--- src/inc/scgc_pkg.sv ---
package scgc_pkg;
   // ****************************************
   // Timing
   // ****************************************
   localparam int CLK_PERIOD_PS = 5000;
   localparam int STOP_TIME_NS  = 10000;
   localparam int STOP_CYCLES   = STOP_TIME_NS * 1000 / CLK_PERIOD_PS;
   // ****************************************
   // Register offsets
   // ****************************************
   localparam logic [7:0] SCC_OFF = 8'h00;
   localparam logic [7:0] CSC_OFF = 8'h04;
   localparam logic [7:0] PLL_OFF = 8'h08;
   localparam logic [7:0] FOC_OFF = 8'h0c;
   localparam logic [7:0] MOF_OFF = 8'h10;
   localparam logic [7:0] SOC_OFF = 8'h14;
   localparam logic [7:0] BCO_OFF = 8'h18;
   localparam logic [7:0] STS_OFF = 8'h1c;
   localparam logic [7:0] MSK_OFF = 8'h20;
   localparam logic [7:0] OSD_OFF = 8'h24;
   // ****************************************
   // Field positions
   // ****************************************
   localparam int SCC_PERIPHERAL_CLOCK_A_DIVIDER_LSB = 0;
   localparam int SCC_PCKB_LSB = 4;
   localparam int SCC_PCKD_LSB = 8;
   localparam int SCC_PERIPHERAL_CLOCK_C_DIVIDER_LSB = 12;
   localparam int SCC_BCK_LSB  = 16;
   localparam int SCC_FCK_LSB  = 20;
   localparam int SCC_ICK_LSB  = 24;
   localparam int CSC_SEL_LSB  = 8;
   localparam int PLL_DIV_LSB  = 0;
   localparam int PLL_MUL_LSB  = 8;
   localparam int PLL_REF_BIT  = 16;
   localparam int FOC_FRQ_LSB  = 0;
   localparam int MOF_DRV_LSB  = 4;
   localparam int SOC_STP_BIT  = 0;
   localparam int BCO_EN_BIT   = 0;
   localparam int BCO_HALF_BIT = 1;
   localparam int STS_STOP_BIT = 0;
   localparam int STS_ELC_BIT  = 1;
   localparam int OSD_EN_BIT   = 0;
   localparam int OSD_HIZ_BIT  = 1;
   // ****************************************
   // Reset values and codes
   // ****************************************
   localparam logic [31:0] SCC_RST  = 32'h0000_1000;
   localparam logic [2:0]  CSC_RST  = 3'h0;
   localparam logic [1:0]  PDIV_RST = 2'h0;
   localparam logic [5:0]  PMUL_RST = 6'h13;
   localparam logic [5:0]  PMUL_MIN = 6'h13;
   localparam logic [5:0]  PMUL_MAX = 6'h3b;
   localparam logic [1:0]  FRQ_RST  = 2'h0;
   localparam logic [1:0]  DRV_RST  = 2'h0;
   localparam logic        SSTP_RST = 1'b1;
   localparam logic [3:0]  DIV_MAX  = 4'h6;
   localparam logic [1:0]  RESP_OK  = 2'h0;
   localparam logic [1:0]  RESP_ERR = 2'h2;
   typedef enum logic [2:0] {
      SCGC_SRC_SLOW = 3'b000,
      SCGC_SRC_FAST = 3'b001,
      SCGC_SRC_MAIN = 3'b010,
      SCGC_SRC_SUB  = 3'b011,
      SCGC_SRC_PLL  = 3'b100
   } scgc_src_t;
endpackage : scgc_pkg

--- src/verilog/scgc_top.sv ---
// The AXI4-Lite slave port and the register offsets are this design's own decisions.
`timescale 1ns/10ps
module scgc_top (
   input  wire logic        clk_sys,
   input  wire logic        sys_rst,
   input  wire logic [7:0]  s_axi_awaddr,
   input  wire logic        s_axi_awvalid,
   output logic             s_axi_awready,
   input  wire logic [31:0] s_axi_wdata,
   input  wire logic [3:0]  s_axi_wstrb,
   input  wire logic        s_axi_wvalid,
   output logic             s_axi_wready,
   output logic [1:0]       s_axi_bresp,
   output logic             s_axi_bvalid,
   input  wire logic        s_axi_bready,
   input  wire logic [7:0]  s_axi_araddr,
   input  wire logic        s_axi_arvalid,
   output logic             s_axi_arready,
   output logic [31:0]      s_axi_rdata,
   output logic [1:0]       s_axi_rresp,
   output logic             s_axi_rvalid,
   input  wire logic        s_axi_rready,
   input  wire logic        slow_onchip_osc,
   input  wire logic        fast_onchip_osc,
   input  wire logic        main_osc,
   input  wire logic        subclock_osc,
   input  wire logic        pll_osc,
   input  wire logic        evt_switch_to_slow,
   output logic             evt_main_osc_stop,
   output logic             motor_timer_hiz,
   output logic             pll_ref_select,
   output logic [1:0]       pll_input_divider,
   output logic [6:0]       pll_factor_x2,
   output logic [1:0]       fast_osc_frequency_select,
   output logic [1:0]       main_osc_drive_range,
   output logic             subclock_osc_stop,
   output logic [2:0]       clock_source_active,
   output logic             system_clock,
   output logic             peripheral_clock_a,
   output logic             peripheral_clock_b,
   output logic             analog_conversion_clock,
   output logic             flash_interface_clock,
   output logic             bus_clock,
   output logic             bus_clock_pin,
   output logic             bus_clock_pin_oe,
   output logic             irq
);
   // ****************************************
   // Helpers
   // ****************************************
   function automatic logic [31:0] merge(input logic [31:0] old_v,
                                         input logic [31:0] new_v,
                                         input logic [3:0]  strb);
      logic [31:0] r;
      r = old_v;
      for (int b = 0; b < 4; b++) begin
         if (strb[b]) begin
            r[8*b +: 8] = new_v[8*b +: 8];
         end
      end
      return r;
   endfunction : merge

   function automatic logic [5:0] half_cnt(input logic [3:0] code);
      logic [3:0] c;
      c = (code > scgc_pkg::DIV_MAX) ? scgc_pkg::DIV_MAX : code;
      return 6'((7'h01 << c) - 7'h01);
   endfunction : half_cnt

   // ****************************************
   // Register file
   // ****************************************
   logic [31:0] scc_reg;
   logic [2:0]  csel_reg;
   logic [1:0]  pdiv_reg;
   logic [5:0]  pmul_reg;
   logic        pref_reg;
   logic [1:0]  frq_reg;
   logic [1:0]  drv_reg;
   logic        sstp_reg;
   logic [1:0]  bco_reg;
   logic [1:0]  sts_reg;
   logic [1:0]  msk_reg;
   logic [1:0]  osd_reg;
   logic        wr_go;
   logic [31:0] wv;
   logic [31:0] rd_next;
   logic        rd_hit;
   logic        wr_hit;
   logic        stop_evt;
   logic        force_slow;

   assign wr_go         = s_axi_awvalid & s_axi_wvalid & ~s_axi_bvalid;
   assign s_axi_awready = wr_go;
   assign s_axi_wready  = wr_go;
   assign s_axi_arready = ~s_axi_rvalid;
   assign force_slow    = stop_evt | evt_switch_to_slow;

   always_comb begin
      wv = 32'h0;
      wr_hit = 1'b1;
      unique case (s_axi_awaddr)
         scgc_pkg::SCC_OFF: wv = scc_reg;
         scgc_pkg::CSC_OFF: wv[scgc_pkg::CSC_SEL_LSB +: 3] = csel_reg;
         scgc_pkg::PLL_OFF: begin
            wv[scgc_pkg::PLL_DIV_LSB +: 2] = pdiv_reg;
            wv[scgc_pkg::PLL_MUL_LSB +: 6] = pmul_reg;
            wv[scgc_pkg::PLL_REF_BIT]      = pref_reg;
         end
         scgc_pkg::FOC_OFF: wv[scgc_pkg::FOC_FRQ_LSB +: 2] = frq_reg;
         scgc_pkg::MOF_OFF: wv[scgc_pkg::MOF_DRV_LSB +: 2] = drv_reg;
         scgc_pkg::SOC_OFF: wv[scgc_pkg::SOC_STP_BIT] = sstp_reg;
         scgc_pkg::BCO_OFF: wv[1:0] = bco_reg;
         scgc_pkg::STS_OFF: wv[1:0] = 2'h0;
         scgc_pkg::MSK_OFF: wv[1:0] = msk_reg;
         scgc_pkg::OSD_OFF: wv[1:0] = osd_reg;
         default:           wr_hit = 1'b0;
      endcase
      wv = merge(wv, s_axi_wdata, s_axi_wstrb);
   end

   always_ff @(posedge clk_sys or posedge sys_rst) begin
      if (sys_rst) begin
         scc_reg <= scgc_pkg::SCC_RST;
         pdiv_reg <= scgc_pkg::PDIV_RST;
         pmul_reg <= scgc_pkg::PMUL_RST;
         pref_reg <= 1'b0;
         frq_reg <= scgc_pkg::FRQ_RST;
         drv_reg <= scgc_pkg::DRV_RST;
         sstp_reg <= scgc_pkg::SSTP_RST;
         bco_reg <= 2'h0;
         msk_reg <= 2'h0;
         osd_reg <= 2'h0;
      end else if (wr_go) begin
         unique case (s_axi_awaddr)
            scgc_pkg::SCC_OFF: scc_reg <= wv;
            scgc_pkg::PLL_OFF: begin
               if (wv[scgc_pkg::PLL_DIV_LSB +: 2] != 2'h3) begin
                  pdiv_reg <= wv[scgc_pkg::PLL_DIV_LSB +: 2];
               end
               if (wv[scgc_pkg::PLL_MUL_LSB +: 6] >= scgc_pkg::PMUL_MIN &&
                   wv[scgc_pkg::PLL_MUL_LSB +: 6] <= scgc_pkg::PMUL_MAX) begin
                  pmul_reg <= wv[scgc_pkg::PLL_MUL_LSB +: 6];
               end
               pref_reg <= wv[scgc_pkg::PLL_REF_BIT];
            end
            scgc_pkg::FOC_OFF: begin
               if (wv[scgc_pkg::FOC_FRQ_LSB +: 2] != 2'h3) begin
                  frq_reg <= wv[scgc_pkg::FOC_FRQ_LSB +: 2];
               end
            end
            scgc_pkg::MOF_OFF: drv_reg <= wv[scgc_pkg::MOF_DRV_LSB +: 2];
            scgc_pkg::SOC_OFF: sstp_reg <= wv[scgc_pkg::SOC_STP_BIT];
            scgc_pkg::BCO_OFF: bco_reg <= wv[1:0];
            scgc_pkg::MSK_OFF: msk_reg <= wv[1:0];
            scgc_pkg::OSD_OFF: osd_reg <= wv[1:0];
            default: ;
         endcase
      end
   end

   // Hardware fallback wins over a software write
   always_ff @(posedge clk_sys or posedge sys_rst) begin
      if (sys_rst) begin
         csel_reg <= scgc_pkg::CSC_RST;
      end else if (force_slow) begin
         csel_reg <= scgc_pkg::SCGC_SRC_SLOW;
      end else if (wr_go && s_axi_awaddr == scgc_pkg::CSC_OFF &&
                   wv[scgc_pkg::CSC_SEL_LSB +: 3] <= 3'h4) begin
         csel_reg <= wv[scgc_pkg::CSC_SEL_LSB +: 3];
      end
   end

   // Sticky status, set wins over write-one-to-clear
   always_ff @(posedge clk_sys or posedge sys_rst) begin
      if (sys_rst) begin
         sts_reg <= 2'h0;
      end else begin
         for (int i = 0; i < 2; i++) begin
            if (i == scgc_pkg::STS_STOP_BIT && stop_evt) begin
               sts_reg[i] <= 1'b1;
            end else if (i == scgc_pkg::STS_ELC_BIT && evt_switch_to_slow) begin
               sts_reg[i] <= 1'b1;
            end else if (wr_go && s_axi_awaddr == scgc_pkg::STS_OFF &&
                         wv[i]) begin
               sts_reg[i] <= 1'b0;
            end
         end
      end
   end

   assign irq = |(sts_reg & msk_reg);

   always_ff @(posedge clk_sys or posedge sys_rst) begin
      if (sys_rst) begin
         s_axi_bvalid <= 1'b0;
         s_axi_bresp  <= scgc_pkg::RESP_OK;
      end else if (wr_go) begin
         s_axi_bvalid <= 1'b1;
         s_axi_bresp  <= wr_hit ? scgc_pkg::RESP_OK : scgc_pkg::RESP_ERR;
      end else if (s_axi_bready) begin
         s_axi_bvalid <= 1'b0;
      end
   end

   always_comb begin
      rd_next = 32'h0;
      rd_hit = 1'b1;
      unique case (s_axi_araddr)
         scgc_pkg::SCC_OFF: rd_next = scc_reg;
         scgc_pkg::CSC_OFF: rd_next[scgc_pkg::CSC_SEL_LSB +: 3] = csel_reg;
         scgc_pkg::PLL_OFF: begin
            rd_next[scgc_pkg::PLL_DIV_LSB +: 2] = pdiv_reg;
            rd_next[scgc_pkg::PLL_MUL_LSB +: 6] = pmul_reg;
            rd_next[scgc_pkg::PLL_REF_BIT]      = pref_reg;
         end
         scgc_pkg::FOC_OFF: rd_next[scgc_pkg::FOC_FRQ_LSB +: 2] = frq_reg;
         scgc_pkg::MOF_OFF: rd_next[scgc_pkg::MOF_DRV_LSB +: 2] = drv_reg;
         scgc_pkg::SOC_OFF: rd_next[scgc_pkg::SOC_STP_BIT] = sstp_reg;
         scgc_pkg::BCO_OFF: rd_next[1:0] = bco_reg;
         scgc_pkg::STS_OFF: rd_next[1:0] = sts_reg;
         scgc_pkg::MSK_OFF: rd_next[1:0] = msk_reg;
         scgc_pkg::OSD_OFF: rd_next[1:0] = osd_reg;
         default:           rd_hit = 1'b0;
      endcase
   end

   always_ff @(posedge clk_sys or posedge sys_rst) begin
      if (sys_rst) begin
         s_axi_rvalid <= 1'b0;
         s_axi_rdata  <= 32'h0;
         s_axi_rresp  <= scgc_pkg::RESP_OK;
      end else if (s_axi_arvalid && !s_axi_rvalid) begin
         s_axi_rvalid <= 1'b1;
         s_axi_rdata  <= rd_next;
         s_axi_rresp  <= rd_hit ? scgc_pkg::RESP_OK : scgc_pkg::RESP_ERR;
      end else if (s_axi_rready) begin
         s_axi_rvalid <= 1'b0;
      end
   end

   // ****************************************
   // Main oscillator stop detection
   // ****************************************
   logic [4:0]  osc_q;
   logic [4:0]  osc_prev;
   logic [11:0] quiet_cnt;
   logic        stop_seen;

   always_ff @(posedge clk_sys or posedge sys_rst) begin
      if (sys_rst) begin
         osc_q    <= 5'h0;
         osc_prev <= 5'h0;
      end else begin
         osc_q    <= {pll_osc, subclock_osc, main_osc, fast_onchip_osc,
                      slow_onchip_osc};
         osc_prev <= osc_q;
      end
   end

   always_ff @(posedge clk_sys or posedge sys_rst) begin
      if (sys_rst) begin
         quiet_cnt <= 12'h0;
         stop_seen <= 1'b0;
      end else if (osc_q[2] != osc_prev[2]) begin
         quiet_cnt <= 12'h0;
         stop_seen <= 1'b0;
      end else if (quiet_cnt != 12'(scgc_pkg::STOP_CYCLES)) begin
         quiet_cnt <= quiet_cnt + 12'h1;
      end else if (osd_reg[scgc_pkg::OSD_EN_BIT]) begin
         stop_seen <= 1'b1;
      end
   end

   assign stop_evt = osd_reg[scgc_pkg::OSD_EN_BIT] & ~stop_seen &
                     (quiet_cnt == 12'(scgc_pkg::STOP_CYCLES)) &
                     (osc_q[2] == osc_prev[2]);

   always_ff @(posedge clk_sys or posedge sys_rst) begin
      if (sys_rst) begin
         evt_main_osc_stop <= 1'b0;
         motor_timer_hiz   <= 1'b0;
      end else begin
         evt_main_osc_stop <= stop_evt;
         motor_timer_hiz   <= stop_seen & osd_reg[scgc_pkg::OSD_HIZ_BIT];
      end
   end

   // ****************************************
   // Source switch and dividers
   // ****************************************
   logic [2:0] src_act_reg;
   logic [5:0] clk_q;
   logic       tick;
   logic [3:0] code [6];

   assign code[0] = scc_reg[scgc_pkg::SCC_ICK_LSB +: 4];
   assign code[1] = scc_reg[scgc_pkg::SCC_PERIPHERAL_CLOCK_A_DIVIDER_LSB +: 4];
   assign code[2] = scc_reg[scgc_pkg::SCC_PCKB_LSB +: 4];
   assign code[3] = scc_reg[scgc_pkg::SCC_PCKD_LSB +: 4];
   assign code[4] = scc_reg[scgc_pkg::SCC_FCK_LSB +: 4];
   assign code[5] = scc_reg[scgc_pkg::SCC_BCK_LSB +: 4];
   assign tick = osc_q[src_act_reg] & ~osc_prev[src_act_reg];

   // New source taken only while every clock rests low
   always_ff @(posedge clk_sys or posedge sys_rst) begin
      if (sys_rst) begin
         src_act_reg <= scgc_pkg::CSC_RST;
      end else if (clk_q == 6'h0) begin
         src_act_reg <= csel_reg;
      end
   end

   generate
      for (genvar g = 0; g < 6; g++) begin : g_div
         logic [5:0] cnt_reg;
         logic [3:0] act_reg;
         always_ff @(posedge clk_sys or posedge sys_rst) begin
            if (sys_rst) begin
               cnt_reg  <= 6'h0;
               act_reg  <= 4'h0;
               clk_q[g] <= 1'b0;
            end else if (tick) begin
               if (cnt_reg != 6'h0) begin
                  cnt_reg <= cnt_reg - 6'h1;
               end else if (clk_q[g]) begin
                  clk_q[g] <= 1'b0;
                  act_reg  <= code[g];
                  cnt_reg  <= half_cnt(code[g]);
               end else begin
                  clk_q[g] <= 1'b1;
                  cnt_reg  <= half_cnt(act_reg);
               end
            end
         end
      end
   endgenerate

   // ****************************************
   // Outputs
   // ****************************************
   logic bus_half_reg;

   always_ff @(posedge clk_sys or posedge sys_rst) begin
      if (sys_rst) begin
         bus_half_reg <= 1'b0;
      end else if (tick && clk_q[5] && g_div[5].cnt_reg == 6'h0) begin
         bus_half_reg <= ~bus_half_reg;
      end
   end

   always_ff @(posedge clk_sys or posedge sys_rst) begin
      if (sys_rst) begin
         bus_clock_pin <= 1'b1;
      end else if (!bco_reg[scgc_pkg::BCO_EN_BIT]) begin
         bus_clock_pin <= 1'b1;
      end else begin
         bus_clock_pin <= bco_reg[scgc_pkg::BCO_HALF_BIT] ?
                          bus_half_reg : clk_q[5];
      end
   end

   assign bus_clock_pin_oe          = 1'b1;
   assign system_clock              = clk_q[0];
   assign peripheral_clock_a        = clk_q[1];
   assign peripheral_clock_b        = clk_q[2];
   assign analog_conversion_clock   = clk_q[3];
   assign flash_interface_clock     = clk_q[4];
   assign bus_clock                 = clk_q[5];
   assign clock_source_active       = src_act_reg;
   assign pll_ref_select            = pref_reg;
   assign pll_input_divider         = pdiv_reg;
   assign pll_factor_x2             = 7'(pmul_reg) + 7'h01;
   assign fast_osc_frequency_select = frq_reg;
   assign main_osc_drive_range      = drv_reg;
   assign subclock_osc_stop         = sstp_reg;
endmodule : scgc_top

--- config.mk ---
export PLATFORM = sky130hd
export DESIGN_NAME = scgc_top
export DESIGN_NICKNAME = d
export VERILOG_FILES = /design/src/inc/scgc_pkg.sv /design/src/verilog/scgc_top.sv
export SDC_FILE = /design/constraint.sdc
export NUM_CORES = 1
export LEC_CHECK = 0
export BUFFER_PORTS_ARGS = -buffer_cell sky130_fd_sc_hd__buf_2
export CORE_MARGIN = 1.5
export CORE_UTILIZATION = 60
export DETAILED_ROUTE_END_ITERATION = 6
export PLACE_DENSITY_LB_ADDON = 0.08
export SYNTH_ARGS = -nofsm -noshare
export SYNTH_HDL_FRONTEND = slang
export SYNTH_SLANG_ARGS = --single-unit
--- constraint.sdc ---
create_clock -name clk_sys -period 11.3 [get_ports clk_sys]
set_clock_uncertainty 0.1 [all_clocks]
set_input_delay 0.565 -clock clk_sys [delete_from_list [all_inputs] [get_ports clk_sys]]
set_output_delay 0.565 -clock clk_sys [all_outputs]
set_load 0.1 [all_outputs]
==> flow_metrics.env <==
export IMPL_fmax_mhz=339.5
export IMPL_drtPass1Iterations=7
export IMPL_post_dp_hpwl_um=15440
export IMPL_routedWlPerCell_um=17.34
export IMPL_grt_busiest_layer="met2"
export IMPL_p_per_area_nw_per_um2=175.7
export IMPL_grt_pass1_vias=7308
export IMPL_worst_endpoint_data_arrival_time_ns=3.15
export IMPL_fp_coreArea_um2=15370
export IMPL_floorplan_die_area_um2=16730
export IMPL_antenna_cells=0
export IMPL_pre_cts_ws_ns=8.079
export IMPL_syn2layout_area_growth_pct=14.56
export IMPL_cts_repair_resized=0
export IMPL_routed_via_count=7635
export IMPL_period_minus_slack_ns=2.945
export IMPL_synth_ff_latch_count=189
export IMPL_clock_tree_buf_depth=2
export IMPL_timing_critical_path_fanout_max=7
export IMPL_worst_setup_path_type="flop to flop"
export IMPL_cts_inserted_buffers=17
export IMPL_synth_edff_count=0
export IMPL_syn_avg_cell_area_um2=10.20
export IMPL_crit_path_end_kind="flop"
export IMPL_globalplace_congestion=0.9366
export IMPL_detail_route_drc_violations=0
export IMPL_final_cells=1277
export IMPL_gr_usage_met3_pct=5.945
export IMPL_synthDistinctLibCells=82
export IMPL_cp_startpoint="g_div[2].cnt_reg[1]$_DFFE_PP0P_"
export IMPL_startpoint_of_the_worst_register_to_register_path="g_div[2].cnt_reg[1]$_DFFE_PP0P_"
export IMPL_met1_usage_pct=38.00
export IMPL_period_share_pct=26.06
export IMPL_final_setup_viol_count=0
export IMPL_worstSkewPairLatency_ns=0.44
export IMPL_largest_reg_flops=36
export IMPL_worst_ep_required_time_ns=11.51
export IMPL_maxCapViolCount=0
export IMPL_ctsHoldBuffers=0
export IMPL_nNetsFinal=1127
export IMPL_comb_power_share_pct=24.0
export IMPL_power_share_switching_pct=33.92
export IMPL_dpl_cell_area_um2=10360
export IMPL_cts_htree_levels=4
export IMPL_rsz0062_at_grt="no"
export IMPL_core_rowCount=45
export IMPL_hold_start="pll_osc"
export IMPL_largest_net_degree_at_the_start_of_global_routing=116
export IMPL_floorplan_die_width_um=129.3
export IMPL_layout_filler_cells=1188
export IMPL_synth_async_sr_flop_share_pct=100.0
export IMPL_yosysSeqAreaShare_pct=49.47
export IMPL_post_synthesis_cell_count=939
export IMPL_clock_tree_root_cell="sky130_fd_sc_hd__clkbuf_16"
export IMPL_post_cts_setup_buffer_count=0
export IMPL_die_height_um=129.3
export IMPL_slew_of_the_pin_with_the_lowest_slew_margin_ns=1.168
export IMPL_antenna_violations_before_repair=0
export IMPL_finalWorstSetupSlack_ns=8.355
export IMPL_overflow_left_after_global_routing=0
export IMPL_grt_pass1_wl_um=36790
export IMPL_run_status="finished clean"
export IMPL_power_internal_w=0.001274
export IMPL_clockPowerShare_pct=31.5
export IMPL_drive_above_1_share_pct=24.95
export IMPL_route_detailed_vias_per_inst=5.979
export IMPL_detail_route_antenna_nets=0
export IMPL_irDropWorstVdd_mv=0.1331
export IMPL_holdCritPathClass="input port to flop"
export IMPL_starting_density_of_the_core_pct=62.30
export IMPL_groute_layer_met2_usage_pct=46.56
export IMPL_io_pins=135
export IMPL_first_iter_violations=468
export IMPL_hold_violations=0
export IMPL_grtUsageTotal_pct=28.42
export IMPL_io_buffers=131
export IMPL_postRouteWirelength_um=22150
export IMPL_relSlewSlack_pct=21.41
export IMPL_finish_instance_area_um2=10970
export IMPL_number_of_sinks_driven_by_the_clock_tree=189
export IMPL_clkSlewWorstSetupHoldPaths_ns=0.07
export IMPL_tritoncts="yes"
export IMPL_final_common_cell="sky130_fd_sc_hd__dfrtp_1"
export IMPL_worstSetupStartpointType="flop"
export IMPL_sequentialPowerShare_pct=44.5
export IMPL_synth_cell_area_um2=9575
export IMPL_drv_slew=0
export IMPL_warnings_from_yosys=0
export IMPL_fin_total_pwr_w=0.001928
export IMPL_place_detailed_instances=1245
export IMPL_ys_flop_type="sky130_fd_sc_hd__dfrtp_1"
export IMPL_setup_tns_final_ns=0
export IMPL_p_leak_nw=5.110
export IMPL_commonest_non_fill_non_tap_cells_in_the_layout="sky130_fd_sc_hd__dfrtp_1 (183), sky130_fd_sc_hd__buf_2 (131), sky130_fd_sc_hd__nand2_1 (130), sky130_fd_sc_hd__mux2_2 (66), sky130_fd_sc_hd__o21ai_0 (59)"
export IMPL_net_load_switching_power_w=0.0006539
critical path, cell delays in order (launching register included):
cell and delay (ns):
sky130_fd_sc_hd__dfrtp_1 0.39, sky130_fd_sc_hd__or3_1 0.41, sky130_fd_sc_hd__nor4_1 0.70, sky130_fd_sc_hd__and3b_1 0.29, sky130_fd_sc_hd__and2_1 0.15, sky130_fd_sc_hd__nor2_1 0.05, sky130_fd_sc_hd__ha_1 0.21, sky130_fd_sc_hd__nand2_1 0.08
sky130_fd_sc_hd__nor2_1 0.05, sky130_fd_sc_hd__a32oi_1 0.15, sky130_fd_sc_hd__a2bb2oi_1 0.16, sky130_fd_sc_hd__o21ai_0 0.08
final timing paths:
check                      cells past startpoint                               to  slack, ns
max                                           11  g_div[2].cnt_reg[4]$_DFFE_PP0P_       8.35
min                                            1               osc_q[4]$_DFF_PP0_       0.13
max reg2reg                                   11  g_div[2].cnt_reg[4]$_DFFE_PP0P_       8.35
min reg2reg                                    0            osc_prev[3]$_DFF_PP0_       0.28
max in group asynchronous                      3       s_axi_rdata[2]$_DFFE_PP0P_       9.50
min in group asynchronous                      2      s_axi_rdata[28]$_DFFE_PP0P_       0.14
synthesized netlist by cell type (6+ instances only):
| cell | number | area (um^2) |
|---|---|---|
| sky130_fd_sc_hd__a21o_1 | 12 | 90.09 |
| sky130_fd_sc_hd__a21oi_1 | 49 | 245.2 |
| sky130_fd_sc_hd__a22oi_1 | 12 | 90.09 |
| sky130_fd_sc_hd__a31oi_1 | 7 | 43.79 |
| sky130_fd_sc_hd__and3_1 | 8 | 50.05 |
| sky130_fd_sc_hd__and3b_1 | 8 | 70.07 |
| sky130_fd_sc_hd__buf_2 | 11 | 55.05 |
| sky130_fd_sc_hd__clkbuf_1 | 24 | 90.09 |
| sky130_fd_sc_hd__dfrtp_1 | 183 | 4579 |
| sky130_fd_sc_hd__dfstp_2 | 6 | 157.7 |
| sky130_fd_sc_hd__ha_1 | 9 | 112.6 |
| sky130_fd_sc_hd__inv_1 | 25 | 93.84 |
| sky130_fd_sc_hd__mux2_2 | 66 | 743.2 |
| sky130_fd_sc_hd__mux2i_1 | 13 | 130.1 |
| sky130_fd_sc_hd__nand2_1 | 131 | 491.7 |
| sky130_fd_sc_hd__nand2b_1 | 11 | 68.82 |
| sky130_fd_sc_hd__nand3_1 | 27 | 135.1 |
| sky130_fd_sc_hd__nand4_1 | 7 | 43.79 |
| sky130_fd_sc_hd__nor2_1 | 58 | 217.7 |
| sky130_fd_sc_hd__nor2b_1 | 8 | 50.05 |
| sky130_fd_sc_hd__nor3_1 | 19 | 95.09 |
| sky130_fd_sc_hd__nor3b_1 | 8 | 60.06 |
| sky130_fd_sc_hd__nor4_1 | 13 | 81.33 |
| sky130_fd_sc_hd__o21ai_0 | 59 | 295.3 |
| sky130_fd_sc_hd__o31ai_1 | 11 | 82.58 |
| sky130_fd_sc_hd__o32ai_1 | 6 | 52.55 |
| sky130_fd_sc_hd__or3_1 | 9 | 56.30 |
| sky130_fd_sc_hd__xnor2_1 | 13 | 113.9 |
| sky130_fd_sc_hd__xor2_1 | 9 | 78.83 |
cell families after synthesis:
logic type / after synthesis / share of synthesized area (%)
XOR/XNOR: 22 / 2.012
AND/OR/NAND/NOR: 341 / 17.85
adder cells (fa/ha/maj): 9 / 1.176
multiplexers: 83 / 9.865
AO/OA/AOI/OAI: 224 / 16.35
buffers and inverters: 69 / 3.201
flip-flops: 189 / 49.47
other: 2 / 0.07843
layout make-up:
class,instances,area [um^2],area share [%]
clock buffer,23,498.0,4.540
clock inverter,9,107.6,0.9809
sequential,189,4737,43.18
multi-input combinational,682,4557,41.54
timing repair buffer,137,700.7,6.388
inverter,26,105.1,0.9581
tap,211,264.0,2.407
power by group through the flow:
stage	Sequential [W]	Combinational [W]	Clock (W)
after CTS	0.000857	0.000465	0.000614
after global routing	0.000874	0.000507	0.000645
final	0.000858	0.000463	0.000606
after floorplan	0.000927	0.000302	0
after global placement	0.000864	0.000453	0
after detailed placement	0.000866	0.000463	0
stage by stage:
step	hold slack, ns	util (%)
after floorplan	0.2462	-
after global placement	0.2512	67.42
after detailed placement	0.2623	67.42
after CTS	0.1226	71.36
after global routing	0.1157	71.36
final	0.1333	71.36
per-layer routing:
layer / share of wire (%) / wire length (um)
met1: 45 / 9910
met2: 48 / 10580
met3: 5.9 / 1308
met4: 1.6 / 351
met5: 0 / 0
No activity file was read; power rests on OpenSTA's default activity.
